--- config.mk ---
export PLATFORM = sky130hd
export DESIGN_NAME = hap_ctrl_top
export DESIGN_NICKNAME = d
export VERILOG_FILES = /design/src/hw/hap_ctrl_pkg.sv /design/src/hw/hap_ctrl_top.sv /design/src/hw/hap_i2c_wdog.sv /design/src/hw/hap_trig_sync.sv
export SDC_FILE = /design/constraint.sdc
export NUM_CORES = 1
export LEC_CHECK = 0
export BUFFER_PORTS_ARGS = -buffer_cell sky130_fd_sc_hd__buf_2
export CORE_ASPECT_RATIO = 2
export CORE_UTILIZATION = 50
export CTS_BUF_LIST = sky130_fd_sc_hd__clkbuf_4 sky130_fd_sc_hd__clkbuf_8
export CTS_CLUSTER_SIZE = 25
export DETAILED_ROUTE_END_ITERATION = 10
export PLACE_DENSITY = 0.79
export SLEW_MARGIN = 20
export SYNTH_ARGS = -nofsm -noshare
export SYNTH_HDL_FRONTEND = slang
export SYNTH_SLANG_ARGS = --single-unit
--- constraint.sdc ---
create_clock -name clock -period 4.51 [get_ports clock]
set_input_delay 0.451 -clock clock [delete_from_list [all_inputs] [get_ports clock]]
set_output_delay 0.451 -clock clock [all_outputs]
set_load 0.01 [all_outputs]
--- src/hw/hap_ctrl_pkg.sv ---
// Purpose: Shared constants and types of the haptic control block
// Assumes: 50 MHz core clock, 8-bit register port
// Notes: Offsets are the register addresses seen over I2C
package hap_ctrl_pkg;

  // ---------------------------------------------------------------
  // Register offsets
  // ---------------------------------------------------------------
  localparam logic [7:0] ADDR_FAULT_STATUS = 8'h00;
  localparam logic [7:0] ADDR_MODE_CONTROL = 8'h01;
  localparam logic [7:0] ADDR_LAUNCH_CONTROL = 8'h0c;
  localparam logic [7:0] ADDR_CFG_FIRST = 8'h16;
  localparam logic [7:0] ADDR_CFG_LAST = 8'h1a;
  localparam logic [7:0] ADDR_LOOP_CONTROL = 8'h1d;
  localparam logic [7:0] ADDR_SUPPLY = 8'h21;
  localparam int CFG_COUNT = 5;

  // ---------------------------------------------------------------
  // Field positions and reset values
  // ---------------------------------------------------------------
  localparam int MODE_RESET_BIT = 7;
  localparam int MODE_STANDBY_BIT = 6;
  localparam int FAULT_OC_BIT = 0;
  localparam int FAULT_THERM_BIT = 1;
  localparam logic [7:0] MODE_RESET = 8'h40;
  localparam logic [7:0] LOOP_RESET = 8'h00;
  localparam logic [39:0] CFG_RESET = 40'h00_00_00_00_00;

  // Noise gate floors for gate_threshold 1..3 (0 = gate off)
  localparam logic [7:0] GATE_FLOOR_1 = 8'h04;
  localparam logic [7:0] GATE_FLOOR_2 = 8'h08;
  localparam logic [7:0] GATE_FLOOR_3 = 8'h0c;

  // ---------------------------------------------------------------
  // Timing
  // ---------------------------------------------------------------
  localparam int CLOCK_PERIOD_NS = 20;
  localparam int HANG_TIME_NS = 4330000;
  localparam int HANG_CYCLES = HANG_TIME_NS / CLOCK_PERIOD_NS;

  // ---------------------------------------------------------------
  // Types
  // ---------------------------------------------------------------
  typedef enum logic [2:0] {
    MODE_INTERNAL = 3'b000,
    MODE_EDGE = 3'b001,
    MODE_LEVEL = 3'b010,
    MODE_ANALOG_PWM = 3'b011,
    MODE_RTP = 3'b101,
    MODE_DIAG = 3'b110,
    MODE_CAL = 3'b111
  } hap_mode_e;

  typedef enum logic [2:0] {
    PWR_SHUTDOWN = 3'b000,
    PWR_STANDBY = 3'b001,
    PWR_READY = 3'b010,
    PWR_PLAYING = 3'b011,
    PWR_FAULT = 3'b100
  } hap_power_e;

  // One register access from the I2C front end
  typedef struct packed {
    logic write;
    logic read;
    logic [7:0] addr;
    logic [7:0] wdata;
  } hap_reg_req_s;

  // Analog fault monitors
  typedef struct packed {
    logic overTemp;
    logic outputShort;
    logic regShort;
    logic brownout;
  } hap_fault_s;

endpackage

--- src/hw/hap_ctrl_top.sv ---
// Purpose: Trigger, power-state and fault control of a haptic driver
// Assumes: Register port comes from an I2C slave front end
// Notes: Waveform engine and drive loop are outside this block

// Summary of operation
// - Launch bit starts playback, clearing cancels
// - Edge mode: trigger rise sets launch bit
// - Edge mode: rise while launched cancels
// - Edge mode: trigger fall does nothing
// - Level mode: launch bit tracks trigger pin
// - Noise gate suppresses input below threshold
// - Supply sampled into register during playback
// - Configuration registers reload from OTP
// - Hung I2C transfer reset after 4.33 ms
// - Hang watchdog idle during standby
// - Overheat shuts down, sets thermal flag
// - Output short latches flag, restarts defaults
// - Regulator short disables, then resets defaults
// - Brownout shuts down, then resets defaults
// - Enable low means shutdown, registers kept
// - Enable low ignores register reads, writes
// - Standby set after reset, keeps registers
// - Standby stops playback; clearing gives ready
// - Soft reset restores defaults, self-clears
// - Internal mode launch stays high until done
// - Only level mode mirrors trigger in launch bit
module hap_ctrl_top #(
  parameter int HANG_TIMEOUT_CYCLES = hap_ctrl_pkg::HANG_CYCLES
) (
  // Clock and reset
  input wire logic clock,
  input wire logic reset,
  // Host pins
  input wire logic enablePin,
  input wire logic triggerInputPin,
  // Register port from the I2C slave
  input wire hap_ctrl_pkg::hap_reg_req_s regReq,
  input wire logic i2cBusy,
  output logic [7:0] regReadData,
  output logic i2cProtocolReset,
  // Playback engine
  input wire logic sequenceDone,
  input wire logic [7:0] inputLevel,
  output logic playbackRun,
  output logic [7:0] gatedLevel,
  output logic [7:0] modeControl,
  output logic [7:0] loopControl,
  output logic [39:0] configImage,
  output hap_ctrl_pkg::hap_power_e powerState,
  // Analog monitors and OTP
  input wire logic [7:0] supplyLevel,
  input wire hap_ctrl_pkg::hap_fault_s faultIn,
  input wire logic otpProgrammed,
  input wire logic [39:0] otpImage
);

  // ---------------------------------------------------------------
  // Decoding helper
  // ---------------------------------------------------------------

  // True for an address inside the OTP-backed window
  function automatic logic isCfg(input logic [7:0] a);
    isCfg = (a >= hap_ctrl_pkg::ADDR_CFG_FIRST) && (a <= hap_ctrl_pkg::ADDR_CFG_LAST);
  endfunction

  // ---------------------------------------------------------------
  // State
  // ---------------------------------------------------------------
  logic [6:0] modeControl_reg; // Standby bit and mode field
  logic softResetReq_reg; // Soft reset in progress
  logic launch_reg; // Launch bit, also runs playback
  logic [7:0] loopControl_reg; // Loop control incl. gate_threshold
  logic [7:0] supplyReading_reg; // Latest supply sample
  logic [1:0] faultStatus_reg; // Sticky fault flags
  logic [7:0] regReadData_reg; // Read answer
  logic [7:0] gatedLevel_reg; // Gated input level
  logic resetFaultPrev_reg; // Reset-type fault seen last cycle
  logic recoverReq_reg; // Fault just removed
  logic otpLoad_reg; // First cycle after a reset
  logic [7:0] cfg_reg [hap_ctrl_pkg::CFG_COUNT]; // OTP-backed settings
  hap_ctrl_pkg::hap_power_e powerState_reg;

  // ---------------------------------------------------------------
  // Resets
  // ---------------------------------------------------------------
  logic coreReset; // Control, measurement and config registers back to defaults
  logic statusReset; // Clears fault flags too
  logic faultHold; // Any fault keeps the device down
  logic resetFaultNow; // Faults that end in a restart

  assign resetFaultNow = faultIn.outputShort | faultIn.regShort | faultIn.brownout;
  assign faultHold = faultIn.overTemp | resetFaultNow;
  // Status survives fault restarts so the host can still see why
  assign statusReset = reset | softResetReq_reg;
  assign coreReset = statusReset | recoverReq_reg;

  // Detect the end of a short or brownout
  always_ff @(posedge clock) begin
    if (reset) begin
      resetFaultPrev_reg <= 1'b0;
      recoverReq_reg <= 1'b0;
    end else begin
      resetFaultPrev_reg <= resetFaultNow;
      recoverReq_reg <= resetFaultPrev_reg & ~resetFaultNow;
    end
  end

  // ---------------------------------------------------------------
  // Register decode
  // ---------------------------------------------------------------
  logic wrEff; // Write that really lands
  logic rdEff; // Read that really returns data
  logic wrMode;
  logic wrLaunch;
  logic wrLoop;

  // Enable low: the front end still acks but nothing is touched
  assign wrEff = regReq.write & enablePin;
  assign rdEff = regReq.read & enablePin;
  assign wrMode = wrEff & (regReq.addr == hap_ctrl_pkg::ADDR_MODE_CONTROL);
  assign wrLaunch = wrEff & (regReq.addr == hap_ctrl_pkg::ADDR_LAUNCH_CONTROL);
  assign wrLoop = wrEff & (regReq.addr == hap_ctrl_pkg::ADDR_LOOP_CONTROL);

  // ---------------------------------------------------------------
  // Mode control
  // ---------------------------------------------------------------
  logic standby;
  logic active;
  logic modeIsEdge;
  logic modeIsLevel;
  logic modeIsInternal;

  assign standby = modeControl_reg[hap_ctrl_pkg::MODE_STANDBY_BIT];
  assign active = enablePin & ~standby & ~faultHold;
  assign modeIsInternal = modeControl_reg[2:0] == hap_ctrl_pkg::MODE_INTERNAL;
  assign modeIsEdge = modeControl_reg[2:0] == hap_ctrl_pkg::MODE_EDGE;
  assign modeIsLevel = modeControl_reg[2:0] == hap_ctrl_pkg::MODE_LEVEL;

  // Standby is set out of every reset
  always_ff @(posedge clock) begin
    if (coreReset) begin
      modeControl_reg <= hap_ctrl_pkg::MODE_RESET[6:0];
    end else if (wrMode) begin
      modeControl_reg <= regReq.wdata[6:0];
    end
  end

  // Soft reset lasts one cycle, then the bit reads back low
  always_ff @(posedge clock) begin
    if (statusReset) begin
      softResetReq_reg <= 1'b0;
    end else begin
      softResetReq_reg <= wrMode & regReq.wdata[hap_ctrl_pkg::MODE_RESET_BIT];
    end
  end

  // ---------------------------------------------------------------
  // Trigger and launch
  // ---------------------------------------------------------------
  logic trigLevel;
  logic trigRise;
  logic launchSw;
  logic launchRun;
  logic launchNext;

  hap_trig_sync uTrig (
    .clock(clock),
    .reset(reset),
    .pinIn(triggerInputPin),
    .level(trigLevel),
    .rise(trigRise)
  );

  // Software write first, then a trigger rise toggles, then done clears
  assign launchSw = wrLaunch ? regReq.wdata[0] :
                    (modeIsEdge & trigRise) ? ~launch_reg :
                    sequenceDone ? 1'b0 : launch_reg;
  // Level mode follows the pin and nothing else
  assign launchRun = modeIsLevel ? trigLevel : launchSw;
  // Standby, shutdown or a fault stop playback at once
  assign launchNext = active ? launchRun : 1'b0;

  // Launch bit doubles as the run request
  always_ff @(posedge clock) begin
    if (coreReset) begin
      launch_reg <= 1'b0;
    end else begin
      launch_reg <= launchNext;
    end
  end

  // ---------------------------------------------------------------
  // Loop control and noise gate
  // ---------------------------------------------------------------
  logic [7:0] gateFloor;

  assign gateFloor = (loopControl_reg[1:0] == 2'h1) ? hap_ctrl_pkg::GATE_FLOOR_1 :
                     (loopControl_reg[1:0] == 2'h2) ? hap_ctrl_pkg::GATE_FLOOR_2 :
                     (loopControl_reg[1:0] == 2'h3) ? hap_ctrl_pkg::GATE_FLOOR_3 : 8'h00;

  // Plain read/write loop settings
  always_ff @(posedge clock) begin
    if (coreReset) begin
      loopControl_reg <= hap_ctrl_pkg::LOOP_RESET;
    end else if (wrLoop) begin
      loopControl_reg <= regReq.wdata;
    end
  end

  // Small levels are line noise, not intent
  always_ff @(posedge clock) begin
    if (coreReset) begin
      gatedLevel_reg <= 8'h00;
    end else begin
      gatedLevel_reg <= (inputLevel < gateFloor) ? 8'h00 : inputLevel;
    end
  end

  // ---------------------------------------------------------------
  // Supply measurement
  // ---------------------------------------------------------------

  // Sampled only while playing; holds the last value otherwise
  always_ff @(posedge clock) begin
    if (coreReset) begin
      supplyReading_reg <= 8'h00;
    end else if (launch_reg) begin
      supplyReading_reg <= supplyLevel;
    end
  end

  // ---------------------------------------------------------------
  // OTP-backed configuration
  // ---------------------------------------------------------------

  // One cycle after any reset the OTP image replaces the defaults
  // Held high through reset itself, or the power-up reload would be missed
  always_ff @(posedge clock) begin
    if (reset) begin
      otpLoad_reg <= 1'b1;
    end else begin
      otpLoad_reg <= coreReset;
    end
  end

  for (genvar g = 0; g < hap_ctrl_pkg::CFG_COUNT; g++) begin : gCfg
    // One settings byte
    always_ff @(posedge clock) begin
      if (coreReset) begin
        cfg_reg[g] <= hap_ctrl_pkg::CFG_RESET[8*g +: 8];
      end else if (otpLoad_reg && otpProgrammed) begin
        cfg_reg[g] <= otpImage[8*g +: 8];
      end else if (wrEff && regReq.addr == hap_ctrl_pkg::ADDR_CFG_FIRST + 8'(g)) begin
        cfg_reg[g] <= regReq.wdata;
      end
    end
    assign configImage[8*g +: 8] = cfg_reg[g];
  end

  // ---------------------------------------------------------------
  // Fault status
  // ---------------------------------------------------------------
  logic [1:0] faultSet;
  logic [1:0] faultClear;

  assign faultSet = {faultIn.overTemp, faultIn.outputShort};
  assign faultClear = (rdEff && regReq.addr == hap_ctrl_pkg::ADDR_FAULT_STATUS) ? 2'h3 : 2'h0;

  // Sticky until read; a new event wins over the clear
  always_ff @(posedge clock) begin
    if (statusReset) begin
      faultStatus_reg <= 2'h0;
    end else begin
      faultStatus_reg <= (faultStatus_reg & ~faultClear) | faultSet;
    end
  end

  // ---------------------------------------------------------------
  // Read path
  // ---------------------------------------------------------------
  logic [2:0] cfgIdx;
  logic [7:0] readMux;

  assign cfgIdx = 3'(regReq.addr - hap_ctrl_pkg::ADDR_CFG_FIRST);
  // Unmapped addresses read as zero
  assign readMux =
    (regReq.addr == hap_ctrl_pkg::ADDR_FAULT_STATUS) ? {6'h00, faultStatus_reg} :
    (regReq.addr == hap_ctrl_pkg::ADDR_MODE_CONTROL) ? {softResetReq_reg, modeControl_reg} :
    (regReq.addr == hap_ctrl_pkg::ADDR_LAUNCH_CONTROL) ? {7'h00, launch_reg} :
    (regReq.addr == hap_ctrl_pkg::ADDR_LOOP_CONTROL) ? loopControl_reg :
    (regReq.addr == hap_ctrl_pkg::ADDR_SUPPLY) ? supplyReading_reg :
    isCfg(regReq.addr) ? cfg_reg[cfgIdx] : 8'h00;

  // A read with enable low answers zero
  always_ff @(posedge clock) begin
    if (reset) begin
      regReadData_reg <= 8'h00;
    end else if (regReq.read) begin
      regReadData_reg <= rdEff ? readMux : 8'h00;
    end
  end

  // ---------------------------------------------------------------
  // Power state
  // ---------------------------------------------------------------
  hap_ctrl_pkg::hap_power_e powerNext;

  assign powerNext = faultHold ? hap_ctrl_pkg::PWR_FAULT :
                     !enablePin ? hap_ctrl_pkg::PWR_SHUTDOWN :
                     standby ? hap_ctrl_pkg::PWR_STANDBY :
                     launchNext ? hap_ctrl_pkg::PWR_PLAYING : hap_ctrl_pkg::PWR_READY;

  // Reported state
  always_ff @(posedge clock) begin
    if (coreReset) begin
      powerState_reg <= hap_ctrl_pkg::PWR_STANDBY;
    end else begin
      case (powerNext)
        hap_ctrl_pkg::PWR_SHUTDOWN: powerState_reg <= hap_ctrl_pkg::PWR_SHUTDOWN;
        hap_ctrl_pkg::PWR_STANDBY: powerState_reg <= hap_ctrl_pkg::PWR_STANDBY;
        hap_ctrl_pkg::PWR_READY: powerState_reg <= hap_ctrl_pkg::PWR_READY;
        hap_ctrl_pkg::PWR_PLAYING: powerState_reg <= hap_ctrl_pkg::PWR_PLAYING;
        default: powerState_reg <= hap_ctrl_pkg::PWR_FAULT;
      endcase
    end
  end

  // ---------------------------------------------------------------
  // I2C hang watchdog
  // ---------------------------------------------------------------

  // Standby disarms it, so a hang there needs a power cycle
  hap_i2c_wdog #(
    .TIMEOUT(HANG_TIMEOUT_CYCLES)
  ) uWdog (
    .clock(clock),
    .reset(reset),
    .armed(~standby),
    .busy(i2cBusy),
    .hangReset(i2cProtocolReset)
  );

  // ---------------------------------------------------------------
  // Outputs
  // ---------------------------------------------------------------
  assign regReadData = regReadData_reg;
  assign playbackRun = launch_reg;
  assign gatedLevel = gatedLevel_reg;
  assign modeControl = {softResetReq_reg, modeControl_reg};
  assign loopControl = loopControl_reg;
  assign powerState = powerState_reg;
endmodule // hap_ctrl_top

--- src/hw/hap_i2c_wdog.sv ---
// Purpose: Frees a hung I2C protocol engine
// Assumes: busy is high while a transfer is open
// Notes: Disarmed in standby
module hap_i2c_wdog #(
  parameter int TIMEOUT = 216500
) (
  // Clock and reset
  input wire logic clock,
  input wire logic reset,
  // Control
  input wire logic armed,
  input wire logic busy,
  // Recovery pulse
  output logic hangReset
);

  localparam int CW = $clog2(TIMEOUT + 1);
  localparam logic [CW-1:0] LAST = CW'(TIMEOUT - 1);

  // ---------------------------------------------------------------
  // Stall counter
  // ---------------------------------------------------------------
  logic [CW-1:0] count_reg;
  logic hang_reg;
  logic expire;

  assign expire = armed & busy & (count_reg == LAST);

  // Counts only an open transfer; any idle cycle restarts it
  always_ff @(posedge clock) begin
    if (reset || !armed || !busy || expire) begin
      count_reg <= '0;
    end else begin
      count_reg <= count_reg + CW'(1);
    end
  end

  // One-cycle reset of the protocol engine
  always_ff @(posedge clock) begin
    if (reset) begin
      hang_reg <= 1'b0;
    end else begin
      hang_reg <= expire;
    end
  end

  assign hangReset = hang_reg;
endmodule // hap_i2c_wdog

--- src/hw/hap_trig_sync.sv ---
// Purpose: Brings the trigger pin into the clock domain
// Assumes: Pin is asynchronous to the clock
// Notes: Rise pulse is one cycle wide
module hap_trig_sync (
  // Clock and reset
  input wire logic clock,
  input wire logic reset,
  // Pin side
  input wire logic pinIn,
  // Core side
  output logic level,
  output logic rise
);

  // ---------------------------------------------------------------
  // Two-stage synchroniser plus edge stage
  // ---------------------------------------------------------------
  logic meta_reg; // First stage, read by second stage only
  logic sync_reg; // Settled level
  logic prev_reg; // Delayed copy for edge detection

  // Shift chain; edge logic looks only at settled stages
  always_ff @(posedge clock) begin
    if (reset) begin
      meta_reg <= 1'b0;
      sync_reg <= 1'b0;
      prev_reg <= 1'b0;
    end else begin
      meta_reg <= pinIn;
      sync_reg <= meta_reg;
      prev_reg <= sync_reg;
    end
  end

  assign level = sync_reg;
  assign rise = sync_reg & ~prev_reg;
endmodule // hap_trig_sync

==> insert_results.sql, run 1 <==
INSERT INTO impl_metrics (metric_group, metric, value, unit) VALUES
('clocking', 'number_of_setup_buffers_added_after_cts', '0', ''),
('timing', 'timing_hold_violations_final', '0', ''),
('power_and_ir_drop', 'ir_drop', '0.265', 'mV'),
('setup_path', 'worstSetupEndpoint', 'cfg_reg[2][1]', ''),
('cells_and_area', 'insertedDiodeCount', '0', ''),
('cells_and_area', 'final_design_area_no_fill', '6230', 'um^2'),
('global_route', 'antenna_found_initial', '0', ''),
('setup_path', 'reg2reg_slack', '1890', 'ps'),
('logic_synthesis', 'synthAdderAreaFrac', '0.00737', ''),
('route', 'routed_wirelength', '13600', 'um'),
('setup_path', 'worst_r2r_path_depth', '6', ''),
('setup_path', 'worst-setup-path-type', 'input port to register', ''),
('global_route', 'busiest_layer', 'met2', ''),
('logic_synthesis', 'synth_top_cells_by_count', 'dfxtp_1 (71), nor2_1 (57), a22o_1 (40), edfxtp_1 (40), mux2i_1 (28)', ''),
('setup_path', 'crit-reg2reg-capture', 'cfg_reg[2][1]', ''),
('clocking', 'cts_htree_levels', '3', ''),
('timing', 'setup_total_negative_slack', '0', 'ps'),
('cells_and_area', 'final_cells', '744', ''),
('timing', 'drv_slew', '0', ''),
('placement', 'place_area', '5980', 'um^2'),
('floorplan', 'floorplan_die_area', '10600', 'um^2'),
('placement', 'dpl.cell_count', '728', ''),
('setup_path', 'critical_path_peak_fanout', '10', ''),
('placement', 'port_buffers', '161', ''),
('cells_and_area', 'final_core_util', '0.634', ''),
('setup_path', 'worst_setup_path_startpoint', 'regReq[13]', ''),
('floorplan', 'floorplan_die_width', '73.4', 'um'),
('placement', 'place.detailed.hpwl', '10900', 'um'),
('cells_and_area', 'multi_input_area', '2320', 'um^2'),
('job', 'cap_viol_max_count', '0', ''),
('power_and_ir_drop', 'fin_total_pwr', '2010', 'uW'),
('logic_synthesis', 'synth_top_cell_by_area', 'dfxtp_1', ''),
('logic_synthesis', 'synth_top_area_share', '0.279', ''),
('global_route', 'overflow', '0', ''),
('logic_synthesis', 'compound_gate_fraction_of_synth_area', '0.143', ''),
('logic_synthesis', 'synth-async-reset-ratio', '0', ''),
('logic_synthesis', 'synthTopCellsByArea', 'dfxtp_1 (28%), edfxtp_1 (24%), a22o_1 (6.9%)', ''),
('cells_and_area', 'largest_register_ffs', '40', ''),
('route', 'drtPass1Iterations', '5', ''),
('placement', 'place.gp.congestion', '0.842', ''),
('logic_synthesis', 'mappedNetlistNets', '544', ''),
('logic_synthesis', 'postSynthRegisterBits', '111', ''),
('clocking', 'cts_inserted_buffers', '9', ''),
('global_route', 'grtUsageMet2', '0.514', ''),
('timing', 'timing.max_slew.rel_slack', '0.502', ''),
('setup_path', 'worst_ep_required_time', '4540', 'ps'),
('logic_synthesis', 'yosys_most_used_dff', 'dfxtp_1', ''),
('cells_and_area', 'num-fill-cells', '808', ''),
('clocking', 'cts.repair.resized', '0', ''),
('setup_path', 'crit_path_start_kind', 'input port', ''),
('global_route', 'use_met3', '0.0547', ''),
('logic_synthesis', 'ys.warnings.count', '0', ''),
('power_and_ir_drop', 'total_leakage_power', '0.00264', 'uW'),
('global_route', 'grt_use_met1', '0.270', ''),
('global_route', 'grt_usage', '0.270', ''),
('floorplan', 'die_height', '145', 'um'),
('clocking', 'root_buffer', 'clkbuf_8', ''),
('clocking', 'ctsHoldBuffers', '0', ''),
('run_status', 'outcome', 'completed', ''),
('logic_synthesis', 'synth_area', '5090', 'um^2'),
('logic_synthesis', 'synthesis.area_per_instance', '11.2', 'um^2'),
('route', 'final_antenna_net_count', '0', ''),
('cells_and_area', 'final_net_count', '695', ''),
('clocking', 'clk_latency', '380', 'ps'),
('route', 'drt_drc_violations_left', '0', ''),
('route', 'wl_per_cell', '18.3', 'um'),
('logic_synthesis', 'synth_edf_count', '40', ''),
('logic_synthesis', 'synth.mux.area_fraction', '0.0971', ''),
('clocking', 'cts_tree', 'done', ''),
('global_route', 'grt_pass1_vias', '4199', ''),
('logic_synthesis', 'post_synth_and_or_nand_nor_area_fraction', '0.181', '');
-- per-stage QoR --
stage | hold WS [ps] | worst slack (ps)
after CTS | 259 | 1800
after global placement | 428 | 1450
final | 274 | 1800
after floorplan | 414 | 1960
after detailed placement | 451 | 1390
after global routing | 256 | 1720
-- power breakdown --
group          switching [uW]  internal, uW
sequential               18.3          1070
combinational             115          88.4
clock                     325           391
-- worst max-delay path, cell delays in order --
cell and delay, ps:
buf_2 110, or4b_1 740, or4_4 540, nor4_4 440, nand2b_1 450
-- worst min path at each step --
stage,end,cells past startpoint,from
detailed placement,uTrig.level,1,uTrig.meta_reg
floorplan,uTrig.level,1,uTrig.meta_reg
global placement,uTrig.level,1,uTrig.meta_reg
CTS,gatedLevel[0],2,inputLevel[0]
finish,gatedLevel[0],2,inputLevel[0]
global route,gatedLevel[0],2,inputLevel[0]
-- cell usage in the layout, fill, tap and decap left out, types with 4 or more instances in the layout --
cell type / synthesis / layout
nor2b_1: 12 / 12
nor3_1: 9 / 9
clkbuf_8: 0 / 10
and2_1: 9 / 9
xnor2_1: 10 / 10
buf_2: 6 / 161
nor2_1: 57 / 56
a21o_1: 5 / 5
xor2_1: 6 / 6
a211oi_1: 11 / 11
nand2_1: 17 / 17
buf_4: 3 / 4
and3_1: 7 / 7
inv_1: 9 / 9
mux2i_1: 28 / 28
mux4_2: 8 / 8
dfxtp_1: 71 / 71
o221ai_1: 5 / 5
edfxtp_1: 40 / 40
nand2b_1: 9 / 9
a21oi_1: 12 / 12
nand3_1: 10 / 10
a22o_1: 40 / 40
-- kinds of logic (layout without fill, tap and decap cells) --
logic type,Yosys count,count (layout)
and+or+nand+nor,160,160
xor gates and xnor gates,16,16
adders and majority gates,3,3
AOI/OAI and AO/OA,93,93
DFF,111,111
muxes,39,39
buffers and inverters,34,190
-- cell type report --
type / count / area share
clock buffer: 11 / 0.0233
clock inverter: 5 / 0.0171
tap: 132 / 0.0265
timing repair buffer: 165 / 0.134
inverter: 9 / 0.00542
sequential: 111 / 0.421
multi-input combinational: 311 / 0.373
-- per-layer routing --
layer / wire length [um] / part of all wire
met2: 7780 / 0.57
met5: 0 / 0
met1: 4550 / 0.33
met4: 467 / 0.034
met3: 790 / 0.058
No activity file was read; power rests on OpenSTA's default activity.
==> run 2: changes to the inputs <==
--- a/config.mk
+++ b/config.mk
@@ -7,7 +7,7 @@
 export LEC_CHECK = 0
 export BUFFER_PORTS_ARGS = -buffer_cell sky130_fd_sc_hd__buf_2
 export CORE_ASPECT_RATIO = 2
-export CORE_UTILIZATION = 50
+export CORE_UTILIZATION = 48
 export CTS_BUF_LIST = sky130_fd_sc_hd__clkbuf_4 sky130_fd_sc_hd__clkbuf_8
 export CTS_CLUSTER_SIZE = 25
 export DETAILED_ROUTE_END_ITERATION = 10
==> constraint.sdc (replaced) <==
create_clock -name clock -period 2.4 [get_ports clock]
set_input_delay 0.24 -clock clock [delete_from_list [all_inputs] [get_ports clock]]
set_output_delay 0.24 -clock clock [all_outputs]
set_load 0.01 [all_outputs]
==> insert_results.sql, run 2 (synthesis results as in run 1) <==
INSERT INTO impl_metrics (metric_group, metric, value, unit) VALUES
('run_status', 'outcome', 'completed', ''),
('global_route', 'grt_usage', '0.271', ''),
('timing', 'period_share', '0.878', ''),
('global_route', 'grt_pass1_vias', '4533', ''),
('placement', 'place_area', '6140', 'um^2'),
('cells_and_area', 'final_design_area_no_fill', '6320', 'um^2'),
('clocking', 'root_buffer', 'clkbuf_8', ''),
('route', 'drt_drc_violations_left', '0', ''),
('clocking', 'cts_buffer_depth', '2', ''),
('power_and_ir_drop', 'power_per_cell_area', '552', 'nW/um^2'),
('job', 'cap_viol_max_count', '0', ''),
('setup_path', 'critical_r2r_launch', 'softResetReq_reg', ''),
('timing', 'timing.max_slew.rel_slack', '0.500', ''),
('timing', 'setup_total_negative_slack', '0', 'ps'),
('cells_and_area', 'multi_input_area', '2320', 'um^2'),
('timing', 'grt_setup_unrepaired', 'false', ''),
('clocking', 'number_of_setup_buffers_added_after_cts', '0', ''),
('global_route', 'wire_length_of_the_first_global_routing_pass', '21900', 'um'),
('cells_and_area', 'fraction_of_final_layout_cells_sized_beyond_drive_strength_1', '0.351', ''),
('clocking', 'cts_tree', 'done', ''),
('route', 'initialDrtViolationCount', '218', ''),
('timing', 'timing_hold_violations_final', '0', ''),
('global_route', 'overflow', '0', ''),
('timing', 'actual_transition_at_the_worst_max_transition_pin', '744', 'ps'),
('hold_path', 'hold_path.class', 'input port to register', ''),
('setup_path', 'crit-reg2reg-capture', 'cfg_reg[4][2]', ''),
('cells_and_area', 'num-fill-cells', '865', ''),
('floorplan', 'floorplan.io_pins', '162', ''),
('route', 'drtPass1Iterations', '6', ''),
('cells_and_area', 'most_common_cell_after_layout_fill_and_taps_aside', 'buf_2', ''),
('clocking', 'clk_latency', '380', 'ps'),
('hold_path', 'timing.hold.worst_endpoint', 'gatedLevel[1]', ''),
('clocking', 'clock_sinks', '111', ''),
('timing', 'drv_slew', '0', ''),
('hold_path', 'hold_path_depth', '2', ''),
('timing', 'min_period', '2110', 'ps'),
('clocking', 'ctsHoldBuffers', '0', ''),
('route', 'mean_number_of_vias_per_cell', '5.65', ''),
('floorplan', 'start_util', '0.498', ''),
('setup_path', 'worst-setup-path-type', 'register to register', ''),
('placement', 'port_buffers', '161', ''),
('route', 'wl_per_cell', '18.6', 'um'),
('setup_path', 'reg2reg_slack', '290', 'ps'),
('global_route', 'antenna_found_initial', '0', ''),
('timing', 'max_clock_freq', '474', 'MHz'),
('route', 'num_vias', '4320', ''),
('floorplan', 'placementRows', '52', ''),
('timing', 'finalSetupViolCount', '0', ''),
('placement', 'place.detailed.hpwl', '11500', 'um'),
('cells_and_area', 'final_cells', '764', ''),
('global_route', 'grt_max_degree', '41', ''),
('setup_path', 'critPathArrivalTime', '2140', 'ps'),
('floorplan', 'coreArea', '10200', 'um^2'),
('placement', 'place.gp.congestion', '0.870', ''),
('cells_and_area', 'signed_area_change_from_the_synthesized_netlist_to_the_final_layout', '24.1', '%'),
('clocking', 'cts_inserted_buffers', '9', ''),
('placement', 'dpl.cell_count', '748', ''),
('setup_path', 'worst_setup_path_startpoint', 'softResetReq_reg', ''),
('hold_path', 'timing.hold.worst.start', 'inputLevel[1]', ''),
('clocking', 'cts.clk_slew.worst_paths', '100', 'ps'),
('cells_and_area', 'largest_register_ffs', '40', ''),
('setup_path', 'critical_path_peak_fanout', '8', ''),
('timing', 'clock-skew-final', '14.2', 'ps'),
('power_and_ir_drop', 'ir_drop', '0.377', 'mV'),
('placement', 'place_ws', '58.3', 'ps'),
('floorplan', 'die_height', '148', 'um'),
('clocking', 'cts.repair.resized', '0', ''),
('power_and_ir_drop', 'total_leakage_power', '0.00269', 'uW'),
('setup_path', 'worst_r2r_path_depth', '5', ''),
('cells_and_area', 'final_net_count', '712', ''),
('clocking', 'cts_htree_levels', '3', ''),
('timing', 'postLayoutSetupSlackWorst', '292', 'ps'),
('cells_and_area', 'layout_common_cells', 'buf_2 (161), dfxtp_1 (71), nor2_1 (56)', ''),
('setup_path', 'crit_path_start_kind', 'register', ''),
('setup_path', 'worst_ep_required_time', '2430', 'ps'),
('floorplan', 'floorplan_die_area', '11000', 'um^2'),
('cells_and_area', 'final_core_util', '0.618', ''),
('route', 'routed_wirelength', '14200', 'um'),
('cells_and_area', 'insertedDiodeCount', '0', ''),
('setup_path', 'crit_path_end_kind', 'register', ''),
('route', 'final_antenna_net_count', '0', ''),
('floorplan', 'floorplan_die_width', '74.8', 'um'),
('cells_and_area', 'seqCellArea', '2620', 'um^2');
==> run 2: cell types whose count changed in the layout (fill, tap and decap cells not counted) <==
| cell | delta |
|---|---|
| buf_4 | +15 |
| bufinv_16 | -3 |
| buf_12 | +2 |
| clkinvlp_4 | +2 |
| clkbuf_8 | -1 |
| clkinv_1 | +1 |
| inv_8 | +1 |
==> run 2: cell type report <==
| type | instances | area share |
|---|---|---|
| tap | 135 | 0.0267 |
| clock inverter | 6 | 0.00733 |
| multi-input combinational | 311 | 0.368 |
| inverter | 9 | 0.00535 |
| timing repair buffer | 182 | 0.156 |
| clock buffer | 10 | 0.0208 |
| sequential | 111 | 0.415 |
==> run 2: critical path, cell delays in order (launching register included) <==
cell,delay [ps]
dfxtp_1,340
nor3_2,220
nand2_1,110
or4_4,540
nor2b_1,180
nand2b_1,370
==> run 2: layer usage <==
metal  track usage  vias up  part of all wire
li1              -     2042                 -
met1         0.254     2063              0.33
met2         0.512      176              0.57
met3        0.0532       39             0.055
met4         0.153        0             0.045
met5             0        -                 0
==> run 2: worst max path at each step <==
stage | endpoint | slack, ps
after CTS | cfg_reg[4][2] | 280
after global placement | cfg_reg[4][4] | 90
after floorplan | cfg_reg[2][0] | 60
after global routing | cfg_reg[4][1] | 170
final | cfg_reg[4][2] | 290
after detailed placement | cfg_reg[4][4] | 60
==> run 2: per-stage QoR <==
step	hold slack [ps]	total power, uW
floorplan	362	2280
global placement	428	2490
detailed placement	435	2500
CTS	60.4	3500
global route	64.6	3610
finish	68.8	3480
==> run 2: report_power, final <==
part | internal (uW) | switching, uW
Combinational | 184 | 224
Clock | 395 | 635
Sequential | 2020 | 31.5
Total | 2590 | 890
==> run 3: changes to the inputs <==
--- a/config.mk
+++ b/config.mk
@@ -6,12 +6,13 @@
 export NUM_CORES = 1
 export LEC_CHECK = 0
 export BUFFER_PORTS_ARGS = -buffer_cell sky130_fd_sc_hd__buf_2
-export CORE_ASPECT_RATIO = 2
+export CORE_ASPECT_RATIO = 0.8
 export CORE_UTILIZATION = 48
 export CTS_BUF_LIST = sky130_fd_sc_hd__clkbuf_4 sky130_fd_sc_hd__clkbuf_8
 export CTS_CLUSTER_SIZE = 25
 export DETAILED_ROUTE_END_ITERATION = 10
-export PLACE_DENSITY = 0.79
+export GPL_TIMING_DRIVEN = 0
+export PLACE_DENSITY_LB_ADDON = 0.25
 export SLEW_MARGIN = 20
 export SYNTH_ARGS = -nofsm -noshare
 export SYNTH_HDL_FRONTEND = slang
==> insert_results.sql, run 3 (synthesis results as in run 1) <==
INSERT INTO impl_metrics (metric_group, metric, value, unit) VALUES
('run_status', 'outcome', 'completed', ''),
('clocking', 'ctsHoldBuffers', '0', ''),
('setup_path', 'crit_path_end_kind', 'register', ''),
('clocking', 'clk_latency', '390', 'ps'),
('cells_and_area', 'most_common_cell_after_layout_fill_and_taps_aside', 'buf_2', ''),
('clocking', 'cts_htree_levels', '3', ''),
('cells_and_area', 'largest_register_ffs', '40', ''),
('clocking', 'root_buffer', 'clkbuf_8', ''),
('job', 'cap_viol_max_count', '0', ''),
('global_route', 'grt_max_degree', '20', ''),
('clocking', 'cts.clk_slew.worst_paths', '110', 'ps'),
('route', 'routed_wirelength', '14500', 'um'),
('global_route', 'antenna_found_initial', '1', ''),
('timing', 'finalSetupViolCount', '0', ''),
('setup_path', 'worst-path-buf-inv', '0', ''),
('floorplan', 'die_height', '94.1', 'um'),
('clocking', 'clock_sinks', '111', ''),
('route', 'wl_per_cell', '18.8', 'um'),
('placement', 'port_buffers', '157', ''),
('route', 'num_vias', '4367', ''),
('floorplan', 'placementRows', '33', ''),
('cells_and_area', 'layout_common_cells', 'buf_2 (163), dfxtp_1 (71), nor2_1 (57)', ''),
('floorplan', 'floorplan_die_area', '11000', 'um^2'),
('power_and_ir_drop', 'power_per_cell_area', '558', 'nW/um^2'),
('global_route', 'overflow', '0', ''),
('timing', 'drv_slew', '0', ''),
('route', 'final_antenna_net_count', '0', ''),
('setup_path', 'critPathMaxStageDelay', '550', 'ps'),
('cells_and_area', 'final_net_count', '715', ''),
('placement', 'dpl.cell_count', '753', ''),
('power_and_ir_drop', 'total_leakage_power', '0.00266', 'uW'),
('route', 'mean_number_of_vias_per_cell', '5.66', ''),
('route', 'initialDrtViolationCount', '216', ''),
('timing', 'max_clock_freq', '438', 'MHz'),
('cells_and_area', 'signed_area_change_from_the_synthesized_netlist_to_the_final_layout', '23.6', '%'),
('clocking', 'cts_buffer_depth', '2', ''),
('setup_path', 'critPathArrivalTime', '2370', 'ps'),
('hold_path', 'hold_path.class', 'input port to register', ''),
('power_and_ir_drop', 'fin_total_pwr', '3510', 'uW'),
('setup_path', 'critical_path_peak_fanout', '8', ''),
('cells_and_area', 'insertedDiodeCount', '0', ''),
('route', 'drtPass1Iterations', '5', ''),
('route', 'drt_drc_violations_left', '0', ''),
('timing', 'period_share', '0.951', ''),
('global_route', 'wire_length_of_the_first_global_routing_pass', '21900', 'um'),
('floorplan', 'floorplan_die_width', '117', 'um'),
('clocking', 'cts_inserted_buffers', '9', ''),
('cells_and_area', 'fraction_of_final_layout_cells_sized_beyond_drive_strength_1', '0.342', ''),
('cells_and_area', 'final_cells', '772', ''),
('clocking', 'cts_tree', 'done', ''),
('timing', 'actual_transition_at_the_worst_max_transition_pin', '794', 'ps'),
('setup_path', 'crit_path_cell_trace', 'nor3_4 > nand2_1 > or4_4 > nor4_4 > nand2b_4', ''),
('floorplan', 'floorplan.io_pins', '162', ''),
('timing', 'timing_hold_violations_final', '0', ''),
('setup_path', 'worst_ep_required_time', '2490', 'ps'),
('floorplan', 'start_util', '0.495', ''),
('placement', 'place.detailed.hpwl', '10900', 'um'),
('global_route', 'grt_pass1_vias', '4261', ''),
('timing', 'grt_setup_unrepaired', 'false', ''),
('timing', 'timing.max_slew.rel_slack', '0.470', ''),
('timing', 'min_period', '2280', 'ps'),
('floorplan', 'coreArea', '10300', 'um^2'),
('power_and_ir_drop', 'ir_drop', '0.347', 'mV'),
('setup_path', 'critical_path.top_delay_family', 'simple AND/OR/NAND/NOR gates', ''),
('setup_path', 'worst_path_max_delay_cell', 'or4_4', ''),
('timing', 'clock-skew-final', '15.6', 'ps'),
('setup_path', 'worst-setup-path-type', 'register to register', ''),
('global_route', 'grt_usage', '0.270', ''),
('setup_path', 'crit_path_start_kind', 'register', ''),
('placement', 'place.gp.congestion', '0.853', '');
## run 3: cell count changes in the layout (fill, tap and decap cells not counted), moves of 3 or more
| cell | previous run | this run |
|---|---|---|
| buf_4 | 19 | 7 |
| clkbuf_1 | 0 | 10 |
| nand2b_1 | 9 | 4 |
| buf_1 | 0 | 4 |
| clkinvlp_4 | 3 | 0 |
| nand2b_2 | 0 | 3 |
## run 3: power by group
part / internal (uW) / switching, uW
clock: 391 / 667
sequential: 2020 / 29.8
combinational: 173 / 233
## run 3: worst paths after layout
kind | depth (start not counted) | startpoint | slack (ps) | to
max | 5 | softResetReq_reg | 120 | cfg_reg[2][6]
min | 2 | inputLevel[0] | 50 | gatedLevel[0]
max reg2reg | 5 | softResetReq_reg | 120 | cfg_reg[2][6]
min reg2reg | 1 | uTrig.meta_reg | 450 | uTrig.level
## run 3: layout make-up
type,instances,area (um^2)
Buffer,24,110
Tap cell,140,175
Clock inverter,7,56.3
Clock buffer,9,124
Multi-Input combinational cell,311,2350
Fill cell,886,3990
Timing Repair Buffer,161,816
Inverter,9,33.8
Sequential cell,111,2620
## run 3: layer usage
metal	track usage	vias up	routed length (um)
met3	0.0768	27	1040
met5	0	-	10
li1	-	2049	-
met1	0.349	2106	6330
met4	0.0823	2	272
met2	0.437	183	6830
## run 3: per-stage QoR
step / worst slack [ps] / setup TNS [ps] / hold WS, ps / utilization / instance area (um^2)
final: 118 / 0 / 52.9 / 0.612 / 6290
after CTS: 76.5 / 0 / 44.0 / 0.611 / 6280
after global placement: -739 / -25050 / 429 / 0.589 / 6050
after floorplan: 56.7 / 0 / 362 / - / 5090
after global routing: 2.22 / 0 / 46.6 / 0.612 / 6290
after detailed placement: -748 / -25970 / 430 / 0.589 / 6050
## run 3: repair_timing
action,4_1_cts,5_1_grt
gates resized for setup,7,3
pin swaps,3,0
setup buffers,4,0
setup endpoints to repair,56,40
